<file path="src/rtl/adc_capture_defs.svh">
`ifndef ADC_CAPTURE_DEFS_SVH
`define ADC_CAPTURE_DEFS_SVH

// ============================================================
// widths
`define RESULT_W 12
`define AIN_W 16
`define CALC_W 18
`define COUNT_W 16

// ============================================================
// codes and limits, input in half-code units
`define CODE_MAX 12'hFFF
`define CODE_MIN 12'h000
`define BIPOLAR_SHIFT 18'sh01000
`define FS_HALF 18'sh01FFF
`define UNDER_HALF 18'sh3FFFF
`define ROUND_HALF 18'sh00001
`define CODE_MAX_WIDE 18'sh00FFF
`define OFFSET_2048 13'h0800

// ============================================================
// timing counts in clk cycles, buffer depth in entries
`define CONV_CYCLES_DEF 16
`define SAMPLE_DIV_DEF 64
`define TRIG_HIGH_DEF 4
`define FIFO_DEPTH_DEF 16

`endif

</file>
<file path="src/rtl/adc_capture_pkg.sv">
package adc_capture_pkg;

    // ============================================================
    // range decode result
    typedef enum logic [1:0] {
        IN_RANGE,
        UNDERRANGE,
        OVERRANGE
    } range_e;

    // ============================================================
    // converter sequencer
    typedef enum logic [1:0] {
        TRACK,
        HOLD,
        CONVERT,
        PUBLISH
    } conv_state_e;

endpackage : adc_capture_pkg

</file>
<file path="src/rtl/adc_link_if.sv">
`timescale 1ns/1ps
`include "adc_capture_defs.svh"
interface adc_link_if;
    logic conversion_trigger;
    logic [`RESULT_W-1:0] result;
    logic result_msb_n;
    logic range_exceeded_flag;
    logic result_valid_strobe;

    modport device (
        input conversion_trigger,
        output result,
        output result_msb_n,
        output range_exceeded_flag,
        output result_valid_strobe
    );

    modport host (
        output conversion_trigger,
        input result,
        input result_msb_n,
        input range_exceeded_flag,
        input result_valid_strobe
    );
endinterface : adc_link_if

</file>
<file path="src/rtl/adc_capture_end.sv">
`timescale 1ns/1ps
`include "adc_capture_defs.svh"

// ============================================================
// result buffer
module result_fifo #(
    parameter int WIDTH = 14,
    parameter int DEPTH = `FIFO_DEPTH_DEF
) (
    input wire logic clk,
    input wire logic rst,
    input wire logic in_valid,
    output logic in_ready,
    input wire logic [WIDTH-1:0] in_data,
    output logic out_valid,
    input wire logic out_ready,
    output logic [WIDTH-1:0] out_data
);
    localparam int AW = $clog2(DEPTH);

    logic [WIDTH-1:0] mem [DEPTH];
    logic [AW-1:0] wr_ptr;
    logic [AW-1:0] rd_ptr;
    logic [AW:0] count;

    wire do_push = in_valid & in_ready;
    wire do_pop = out_valid & out_ready;

    assign in_ready = count != (AW+1)'(DEPTH);
    assign out_valid = count != '0;
    assign out_data = mem[rd_ptr];

    always_ff @(posedge clk) begin
        if (do_push) begin
            mem[wr_ptr] <= in_data;
        end
    end

    always_ff @(posedge clk or posedge rst) begin
        if (rst) begin
            wr_ptr <= '0;
            rd_ptr <= '0;
            count <= '0;
        end else begin
            wr_ptr <= do_push ? AW'((wr_ptr + 1'b1) % DEPTH) : wr_ptr;
            rd_ptr <= do_pop ? AW'((rd_ptr + 1'b1) % DEPTH) : rd_ptr;
            count <= count + (AW+1)'(do_push) - (AW+1)'(do_pop);
        end
    end
endmodule : result_fifo

// ============================================================
// capture, decode and processor read side
module adc_capture_end #(
    parameter int SAMPLE_DIV = `SAMPLE_DIV_DEF,
    parameter int TRIG_HIGH = `TRIG_HIGH_DEF,
    parameter int FIFO_DEPTH = `FIFO_DEPTH_DEF
) (
    input wire logic clk,
    input wire logic rst,
    adc_link_if.host link,
    input wire logic sampling_enable,
    input wire logic capture_previous,
    input wire logic twos_complement,
    input wire logic remove_offset,
    input wire logic read_select,
    output logic host_interrupt_line_a,
    output logic read_valid,
    output logic [`RESULT_W-1:0] read_data,
    output logic signed [`RESULT_W:0] read_signed,
    output adc_capture_pkg::range_e read_range,
    output logic capture_dropped
);
    localparam int WORD_W = `RESULT_W + 1;
    localparam int DW = $clog2(SAMPLE_DIV);

    // ============================================================
    // trigger divider, stalled while the buffer is full
    logic [DW-1:0] div_cnt;
    logic fifo_in_ready;
    logic fifo_out_valid;

    wire period_end = div_cnt == '0;
    wire high_end = div_cnt == DW'(SAMPLE_DIV - TRIG_HIGH);
    wire start_trig = period_end & sampling_enable & fifo_in_ready;

    always_ff @(posedge clk or posedge rst) begin
        if (rst) begin
            div_cnt <= '0;
        end else if (period_end) begin
            div_cnt <= start_trig ? DW'(SAMPLE_DIV - 1) : '0;
        end else begin
            div_cnt <= div_cnt - 1'b1;
        end
    end

    always_ff @(posedge clk or posedge rst) begin
        if (rst) begin
            link.conversion_trigger <= 1'b0;
        end else if (start_trig) begin
            link.conversion_trigger <= 1'b1;
        end else if (high_end) begin
            link.conversion_trigger <= 1'b0;
        end
    end

    // interrupt on trigger fall once a result waits
    wire trig_fall = link.conversion_trigger & high_end;

    always_ff @(posedge clk or posedge rst) begin
        if (rst) begin
            host_interrupt_line_a <= 1'b0;
        end else begin
            host_interrupt_line_a <= trig_fall & fifo_out_valid;
        end
    end

    // ============================================================
    // link synchronisers, strobe idles high
    logic strobe_meta;
    logic strobe_sync;
    logic strobe_prev;
    logic [WORD_W:0] data_meta;
    logic [WORD_W:0] data_sync;

    always_ff @(posedge clk or posedge rst) begin
        if (rst) begin
            strobe_meta <= 1'b1;
            strobe_sync <= 1'b1;
            strobe_prev <= 1'b1;
            data_meta <= '0;
            data_sync <= '0;
        end else begin
            strobe_meta <= link.result_valid_strobe;
            strobe_sync <= strobe_meta;
            strobe_prev <= strobe_sync;
            data_meta <= {link.result_msb_n, link.result, link.range_exceeded_flag};
            data_sync <= data_meta;
        end
    end

    wire strobe_rise = strobe_sync & ~strobe_prev;
    wire strobe_fall = ~strobe_sync & strobe_prev;
    wire capture = capture_previous ? strobe_fall : strobe_rise;

    // top bit chosen as true or complemented, as by wiring
    wire top_bit = twos_complement ? data_sync[WORD_W] : data_sync[WORD_W-1];
    wire [WORD_W-1:0] word_in = {top_bit, data_sync[WORD_W-2:0]};

    always_ff @(posedge clk or posedge rst) begin
        if (rst) begin
            capture_dropped <= 1'b0;
        end else begin
            capture_dropped <= capture & ~fifo_in_ready;
        end
    end

    // ============================================================
    // buffer
    logic [WORD_W-1:0] word_out;

    result_fifo #(
        .WIDTH(WORD_W),
        .DEPTH(FIFO_DEPTH)
    ) u_result_fifo (
        .clk(clk),
        .rst(rst),
        .in_valid(capture),
        .in_ready(fifo_in_ready),
        .in_data(word_in),
        .out_valid(fifo_out_valid),
        .out_ready(read_select),
        .out_data(word_out)
    );

    // ============================================================
    // decode of the word being read
    wire [`RESULT_W-1:0] out_code = word_out[WORD_W-1:1];
    wire out_flag = word_out[0];
    wire out_top = out_code[`RESULT_W-1];

    wire adc_capture_pkg::range_e range_now = !out_flag ? adc_capture_pkg::IN_RANGE :
        out_top ? adc_capture_pkg::OVERRANGE :
        adc_capture_pkg::UNDERRANGE;

    wire signed [`RESULT_W:0] signed_now = remove_offset ?
        $signed({1'b0, out_code} - `OFFSET_2048) :
        $signed({out_top, out_code});

    wire read_take = read_select & fifo_out_valid;

    always_ff @(posedge clk or posedge rst) begin
        if (rst) begin
            read_valid <= 1'b0;
            read_data <= '0;
            read_signed <= '0;
            read_range <= adc_capture_pkg::IN_RANGE;
        end else begin
            read_valid <= read_take;
            if (read_take) begin
                read_data <= out_code;
                read_signed <= signed_now;
                read_range <= range_now;
            end
        end
    end

endmodule : adc_capture_end

</file>
<file path="src/flat_wrapper.sv">
// flat-port wrapper written by rule: the top's interface ports become plain ports
module adc_capture_end_flat 
#(
    parameter int SAMPLE_DIV = `SAMPLE_DIV_DEF,
    parameter int TRIG_HIGH = `TRIG_HIGH_DEF,
    parameter int FIFO_DEPTH = `FIFO_DEPTH_DEF
)
  (clk, rst, sampling_enable, capture_previous, twos_complement, remove_offset, read_select, host_interrupt_line_a, read_valid, read_data, read_signed, read_range, capture_dropped, link_conversion_trigger, link_result, link_result_msb_n, link_range_exceeded_flag, link_result_valid_strobe);
  adc_link_if link_i ();
  input wire logic clk;
  input wire logic rst;
  input wire logic sampling_enable;
  input wire logic capture_previous;
  input wire logic twos_complement;
  input wire logic remove_offset;
  input wire logic read_select;
  output logic host_interrupt_line_a;
  output logic read_valid;
  output logic [`RESULT_W-1:0] read_data;
  output logic signed [`RESULT_W:0] read_signed;
  output adc_capture_pkg::range_e read_range;
  output logic capture_dropped;
  output wire logic [$bits(link_i.conversion_trigger)-1:0] link_conversion_trigger;
  input wire logic [$bits(link_i.result)-1:0] link_result;
  input wire logic [$bits(link_i.result_msb_n)-1:0] link_result_msb_n;
  input wire logic [$bits(link_i.range_exceeded_flag)-1:0] link_range_exceeded_flag;
  input wire logic [$bits(link_i.result_valid_strobe)-1:0] link_result_valid_strobe;
  assign link_conversion_trigger = link_i.conversion_trigger;
  assign link_i.result = link_result;
  assign link_i.result_msb_n = link_result_msb_n;
  assign link_i.range_exceeded_flag = link_range_exceeded_flag;
  assign link_i.result_valid_strobe = link_result_valid_strobe;
  adc_capture_end #(.SAMPLE_DIV(SAMPLE_DIV), .TRIG_HIGH(TRIG_HIGH), .FIFO_DEPTH(FIFO_DEPTH)) u_core (.clk(clk), .rst(rst), .link(link_i), .sampling_enable(sampling_enable), .capture_previous(capture_previous), .twos_complement(twos_complement), .remove_offset(remove_offset), .read_select(read_select), .host_interrupt_line_a(host_interrupt_line_a), .read_valid(read_valid), .read_data(read_data), .read_signed(read_signed), .read_range(read_range), .capture_dropped(capture_dropped));
endmodule
</file>
<file path="config.mk">
export PLATFORM = sky130hd
export DESIGN_NAME = adc_capture_end_flat
export DESIGN_NICKNAME = d
export VERILOG_FILES = /design/src/rtl/adc_capture_pkg.sv /design/src/rtl/adc_link_if.sv /design/src/rtl/adc_capture_end.sv /design/src/flat_wrapper.sv
export VERILOG_INCLUDE_DIRS = /design/src /design/src/rtl
export SDC_FILE = /design/constraint.sdc
export NUM_CORES = 1
export LEC_CHECK = 0
export BUFFER_PORTS_ARGS = -buffer_cell sky130_fd_sc_hd__buf_2
export CAP_MARGIN = 20
export CORE_ASPECT_RATIO = 1.1
export CORE_UTILIZATION = 65
export CTS_CLUSTER_SIZE = 16
export DETAILED_ROUTE_END_ITERATION = 16
export PLACE_DENSITY = 0.83
export SYNTH_ARGS = -nofsm -noshare
export SYNTH_HDL_FRONTEND = slang
export SYNTH_HIERARCHICAL = 1
export SYNTH_SLANG_ARGS = --single-unit
export TNS_END_PERCENT = 10
</file>
<file path="constraint.sdc">
create_clock -name clk -period 7.1 [get_ports clk]
set_input_delay 0.71 -clock clk [delete_from_list [all_inputs] [get_ports clk]]
set_output_delay 0.71 -clock clk [all_outputs]
set_load 0.02 [all_outputs]
</file>
==> flow_summary_export.csv, run 1 <==
group,metric,value,unit
global_route,track_usage,0.252,
die,die_w,124,um
worst_setup_path,worst-r2r-cell-count,5,
worst_setup_path,reg2reg_from,"u_core/u_result_fifo/rd_ptr[0]",
sta,finClkSkew,0.0114,ns
synth,yosys.area.top_type,"edfxtp_1",
global_route,grt_pass1_vias,5736,
worst_setup_path,path_delay_family,"multiplexers",
place,dp_hpwl,12400,um
drt,via_count,5599,
global_route,grt_start_max_net_pins,50,
sta,worst_hold_slack,0.208,ns
sta,fin_crit_sh,0.436,
die,rows,48,
worst_setup_path,crit_path_end_kind,"flip-flop",
synth,synth_edf_count,208,
worst_setup_path,cp_data_required_time,7.49,ns
place,gp_congestion,0.843,
synth,async_flop_share,0.249,
worst_hold_path,min_path_type,"in -> async",
final_layout,layout-drive-gt1-share,0.239,
place,port_buffers,52,
cts,clk_pin_slew,0.06,ns
synth,syn_nets,625,
sta,finalSetupTns,0,ns
final_layout,fill_cells,867,
synth,netlist_top_cells_count,"208 x edfxtp_1, 66 x dfrtp_1, 53 x mux2i_1",
worst_setup_path,start_kind,"flip-flop",
worst_setup_path,slowest_stage,"dfrtp_4",
synth,synth_seq_cells,277,
cts,cts_tree,"yes",
cts,cts_max_level,1,
synth,synth_top_area_frac,0.584,
drt,vias_per_cell,6.47,
global_route,grt_pass1_wl,31800,um
sta,worstMarginPinSlew,0.947,ns
final_layout,register_area,7980,um2
cts,cts_sinks,277,
power_and_ir_drop,p_leak,4.40,nW
drt,wl_per_cell,24.3,um
die,io_pins,53,
sta,rsz0062_at_grt,"false",
global_route,antenna_found_initial,0,
sta,hold_viol_final,0,
final_layout,multiInputGateArea,2430,um2
drt,final_antenna_net_count,0,
drt,routed_wl,21100,um
drt,drt_pass1_iterations,5,
global_route,grt_overflow,0,
synth,synth_area,10700,um2
worst_setup_path,r2r-end,"u_core/read_data[11]",
synth,ys_seq_area_frac,0.746,
die,die_h,136,um
final_layout,nets,680,
cts,worstSkewPairLatency,0.52,ns
die,dieArea,17000,um2
outcome,outcome,"completed",
synth,synth_area_leaders,"edfxtp_1 58%, dfrtp_1 15%, mux4_2 5.5%",
job,maxCapViolCount,0,
drt,initialDrtViolationCount,576,
synth,avgSynthCellArea,18.1,um2
worst_setup_path,max_stage_delay,0.80,ns
synth,ys.flop_type,"edfxtp_1",
power_and_ir_drop,vdd.ir_drop.worst,0.313,mV
drt,drc,0,
final_layout,antenna_cells,0,
synth,yosysWarnings,6,
synth,yosysUniqueCellTypes,43,
cts,cts_root_buf,"clkbuf_16",
power_and_ir_drop,finalPower,4.78,mW
sta,fin_ws,4.00,ns
cts,post_cts_resized,0,
cts,cts_made_buffers,26,
cts,clock_path_buffers,3,
worst_setup_path,r2r_slack,4.00,ns
die,core-area,15900,um2
place,post-place-ws,4.08,ns
power_and_ir_drop,powerDensity,399,nW/um2
sta,fmax,323,MHz
synth,synthCells,590,
sta,maxSlewViolCount,0,
worst_setup_path,cp.depth,5,
cts,postCtsSetupBuffers,0,
die,start_util,0.674,
sta,slew_headroom,0.369,
sta,min_period,3.10,ns
final_layout,fin_cells,865,
sta,setup_violations,0,
synth,synth_most_common_cell,"edfxtp_1",
worst_setup_path,path_cells,"buf_4, mux4_2, a22oi_1, nand2_1, mux2_2",
worst_setup_path,crit_path_max_fanout,49,
worst_setup_path,path_class,"reg -> reg",
place,dp.cells,816,
cts,ctsHoldBuffers,0,
worst_setup_path,critPathBufInv,1,
final_layout,syn2layout_area_growth,12.0,%
worst_setup_path,worstPathArrival,3.49,ns
-- cells in the final DEF (no fill, tap or decap), drive strengths merged, types with 20 or more instances in the layout --
master and n:
a221oi 26, mux4 26, edfxtp 208, mux2i 53, dfrtp 66, o21ai 20, inv 23, buf 65
nand2 26, clkbuf 40
-- per-stage QoR --
step,utilization,instance area (um2)
global placement,0.700,11100
CTS,0.753,11900
finish,0.755,12000
global route,0.755,12000
floorplan,-,10700
detailed placement,0.700,11100
-- cells by family (layout without fill, tap and decap cells) --
| group | Yosys count | after routing | share of synthesized area |
|---|---|---|---|
| buffers and inverters | 59 | 134 | 0.0283 |
| adders and majority gates | 13 | 13 | 0.0159 |
| DFF | 277 | 277 | 0.746 |
| xor gates and xnor gates | 13 | 13 | 0.0107 |
| muxes | 93 | 93 | 0.120 |
| and+or+nand+nor | 65 | 65 | 0.0327 |
| AOI/OAI and AO/OA | 70 | 70 | 0.0465 |
-- how the worst max path moves through the flow --
stage          slack (ns)                      startpoint                        endpoint
6_report             4.00  u_core/u_result_fifo/rd_ptr[0]            u_core/read_data[11]
5_1_grt              3.82  u_core/u_result_fifo/rd_ptr[0]            u_core/read_range[0]
3_5_place_dp         4.08  u_core/u_result_fifo/rd_ptr[0]             u_core/read_data[3]
4_1_cts              4.02  u_core/u_result_fifo/rd_ptr[0]            u_core/read_data[11]
3_3_place_gp         4.16  u_core/u_result_fifo/rd_ptr[0]            u_core/read_data[11]
2_1_floorplan        4.16                capture_previous  u_core/u_result_fifo/mem[1][0]
-- flip-flops by register name, summed over array words and instances (netlist names) --
| signal | count |
|---|---|
| u_core/capture_dropped | 1 |
| u_core/data_meta | 14 |
| u_core/data_sync | 14 |
| u_core/div_cnt | 6 |
| u_core/host_interrupt_line_a | 1 |
| u_core/link.conversion_trigger | 1 |
| u_core/read_data | 12 |
| u_core/read_range | 2 |
| u_core/read_signed | 1 |
| u_core/read_valid | 1 |
| u_core/strobe_meta | 1 |
| u_core/strobe_prev | 1 |
| u_core/strobe_sync | 1 |
| u_core/u_result_fifo/count | 5 |
| u_core/u_result_fifo/mem | 208 |
| u_core/u_result_fifo/rd_ptr | 4 |
| u_core/u_result_fifo/wr_ptr | 4 |
-- per-layer routing --
layer | routed length [um] | GRT usage | up-vias | part of all wire
met3 | 1610 | 0.0429 | 50 | 0.076
met1 | 8070 | 0.330 | 2879 | 0.38
met4 | 501 | 0.0924 | 0 | 0.024
met2 | 10900 | 0.431 | 285 | 0.52
li1 | - | - | 2385 | -
met5 | 0 | 0 | - | 0
-- layout make-up --
type	instances	area share
sequential	277	0.667
multi-input combinational	254	0.203
clock buffer	40	0.0648
timing repair buffer	65	0.0316
tap	200	0.0209
inverter	21	0.00659
clock inverter	8	0.00586
-- power by group --
group	leakage, nW	internal (mW)	switching, mW	total, mW
Combinational	1.31	0.573	0.752	1.33
Sequential	2.68	1.91	0.194	2.11
Clock	0.420	0.791	0.556	1.35
Total	4.40	3.28	1.50	4.78
Note: power is estimated with default switching activity, not from simulation.
==> run 2, diff against run 1 <==
Settings changed: CORE_UTILIZATION 65 to 55, PLACE_DENSITY 0.83 to 0.75.
Clock period 7.1 ns to 2.5 ns, I/O delays scaled along.
==> flow_summary_export.csv, run 2 (synthesis results as in run 1) <==
group,metric,value,unit
drt,via_count,5610,
worst_setup_path,critPathBufInv,4,
worst_setup_path,cp_data_required_time,2.93,ns
worst_setup_path,max_stage_delay,0.45,ns
drt,wl_met1,8380,um
global_route,grt_overflow,0,
final_layout,largest_registers,"u_core/u_result_fifo/mem x208, u_core/data_meta x14, u_core/data_sync x14",
global_route,grt_pass1_vias,5678,
final_layout,antenna_cells,0,
final_layout,final_cell_mix,"208 x edfxtp_1, 65 x dfrtp_1, 53 x mux2i_1",
sta,hold_viol_final,0,
worst_hold_path,holdPathStages,3,
drt,initialDrtViolationCount,496,
worst_setup_path,worst-r2r-cell-count,13,
drt,highest_layer,"met4",
worst_hold_path,hp-start,"remove_offset",
power_and_ir_drop,p_sw_frac,0.314,
power_and_ir_drop,pwr-share-clk,0.257,
sta,finalSetupTns,0,ns
global_route,grt_pass1_wl,32000,um
drt,met3RoutedLength,1210,um
drt,wl_met2,10600,um
worst_setup_path,slowest_stage,"or4b_4",
power_and_ir_drop,p_leak,4.61,nW
sta,fmax,406,MHz
sta,maxSlewViolCount,0,
cts,cts_max_level,1,
drt,drt_pass1_iterations,7,
drt,wl_per_cell,21.6,um
die,rows,53,
global_route,antenna_found_initial,0,
worst_setup_path,crit_path_end_kind,"flip-flop",
drt,routed_wl,20800,um
worst_setup_path,path_class,"reg -> reg",
place,dp_hpwl,13500,um
cts,cts_root_buf,"clkbuf_16",
global_route,track_usage,0.218,
power_and_ir_drop,vdd.ir_drop.worst,0.747,mV
die,start_util,0.560,
place,dpl_cell_area,11500,um2
final_layout,layout_commonest_cell,"edfxtp_1",
worst_setup_path,r2r_slack,0.04,ns
outcome,outcome,"completed",
final_layout,top_register,"u_core/u_result_fifo/mem",
power_and_ir_drop,finalPower,13.5,mW
drt,vias_per_cell,5.84,
place,post-place-ws,-0.234,ns
worst_setup_path,worstPathArrival,2.90,ns
drt,drc,0,
place,gp_congestion,0.800,
sta,rsz0062_at_grt,"true",
worst_setup_path,reg2reg_from,"u_core/u_result_fifo/count[2]",
sta,fin_ws,0.0351,ns
sta,min_period,2.46,ns
final_layout,largest_reg_flops,208,
job,maxCapViolCount,0,
final_layout,nets,732,
die,dieArea,20000,um2
final_layout,layout-drive-gt1-share,0.286,
worst_setup_path,crit_top_cell,"inv_2",
global_route,grt_start_max_net_pins,30,
sta,setup_violations,0,
worst_setup_path,path_delay_family,"adder cells",
die,core-area,19100,um2
worst_hold_path,min_path_type,"in -> reg",
cts,worstSkewPairLatency,0.51,ns
sta,slew_headroom,0.588,
sta,finClkSkew,0.00956,ns
drt,final_antenna_net_count,0,
cts,clk_pin_slew,0.06,ns
die,io_pins,53,
die,die_w,135,um
power_and_ir_drop,power_frac_comb,0.310,
cts,cts_made_buffers,25,
cts,clock_path_buffers,3,
place,port_buffers,52,
worst_setup_path,path_cells,"inv_2, ha_4, or4b_4, and2_4, ha_4, inv_2, ha_4, inv_2, fa_2, inv_2, a21oi_2, o21bai_1, xnor2_1",
sta,worstMarginPinSlew,0.619,ns
worst_hold_path,hold_end,"u_core/read_signed[11]",
power_and_ir_drop,intPower,9.27,mW
power_and_ir_drop,power_switching,4.24,mW
power_and_ir_drop,power_frac_seq,0.433,
worst_setup_path,r2r-end,"u_core/u_result_fifo/count[4]",
die,die_h,148,um
final_layout,stdcell_area,12400,um2
worst_setup_path,start_kind,"flip-flop",
cts,cts_tree,"yes",
sta,fin_crit_sh,0.986,
worst_setup_path,crit_path_max_fanout,2,
final_layout,syn2layout_area_growth,16.2,%
power_and_ir_drop,powerDensity,1090,nW/um2
cts,cts_sinks,277,
==> run 2: changes by cell type in the layout (fill, tap and decap cells not counted), moves of 3 or more <==
cell	previous run	this run
clkbuf_16	28	25
inv_2	2	7
ha_1	12	9
ha_4	0	3
inv_1	19	14
buf_4	12	48
dlygate4sd3_1	0	16
==> run 2: per-stage QoR <==
stage          cells  hold slack (ns)   util
2_1_floorplan    590            0.127      -
3_3_place_gp     900            0.295  0.600
3_5_place_dp     900            0.314  0.600
4_1_cts          961           0.0527  0.650
5_1_grt          961           0.0730  0.650
6_report         961           0.0644  0.650
==> run 2: how the worst max path moves through the flow <==
| stage | start | end | depth (start not counted) |
|---|---|---|---|
| 3_5_place_dp | u_core/u_result_fifo/count[2] | u_core/u_result_fifo/count[4] | 13 |
| 2_1_floorplan | u_core/u_result_fifo/count[2] | u_core/u_result_fifo/mem[1][0] | 7 |
| 6_report | u_core/u_result_fifo/count[2] | u_core/u_result_fifo/count[4] | 13 |
| 3_3_place_gp | u_core/u_result_fifo/count[2] | u_core/u_result_fifo/count[4] | 13 |
| 4_1_cts | u_core/u_result_fifo/count[2] | u_core/u_result_fifo/count[4] | 13 |
| 5_1_grt | u_core/u_result_fifo/count[2] | u_core/u_result_fifo/count[4] | 13 |
==> run 2: tightest hold or removal path: stages <==
cell and delay, ns:
buf_2 0.08, xnor2_1 0.10, o21ai_0 0.09
==> run 2: cell type report <==
class,instances,area [um2]
Clock buffer,36,707
Clock inverter,8,41.3
Fill cell,1279,6680
Inverter,21,78.8
Multi-Input combinational cell,254,2480
Sequential cell,277,7980
Tap cell,247,309
Timing Repair Buffer,118,821
==> run 2: repair_timing <==
action,4_1_cts,5_1_grt
hold endpoints to repair,45,0
gates resized for setup,12,1
hold buffers,16,0
pin swaps,5,2
setup buffers,1,0
endpoints found under the setup margin,3,15
==> run 2: metal layers <==
| layer | global-route usage | vias to the layer above |
|---|---|---|
| met1 | 0.289 | 2859 |
| met4 | 0.0781 | 0 |
| met5 | 0 | - |
| met2 | 0.368 | 206 |
| met3 | 0.0324 | 51 |
| li1 | - | 2494 |
==> run 2: power groups by stage <==
| stage | Sequential [mW] | Combinational (mW) | Clock (mW) |
|---|---|---|---|
| floorplan | 5.88 | 2.87 | 0 |
| global placement | 5.87 | 3.93 | 0 |
| detailed placement | 5.93 | 4.08 | 0 |
| CTS | 5.85 | 4.20 | 3.54 |
| global route | 5.91 | 4.51 | 3.71 |
| finish | 5.85 | 4.20 | 3.47 |
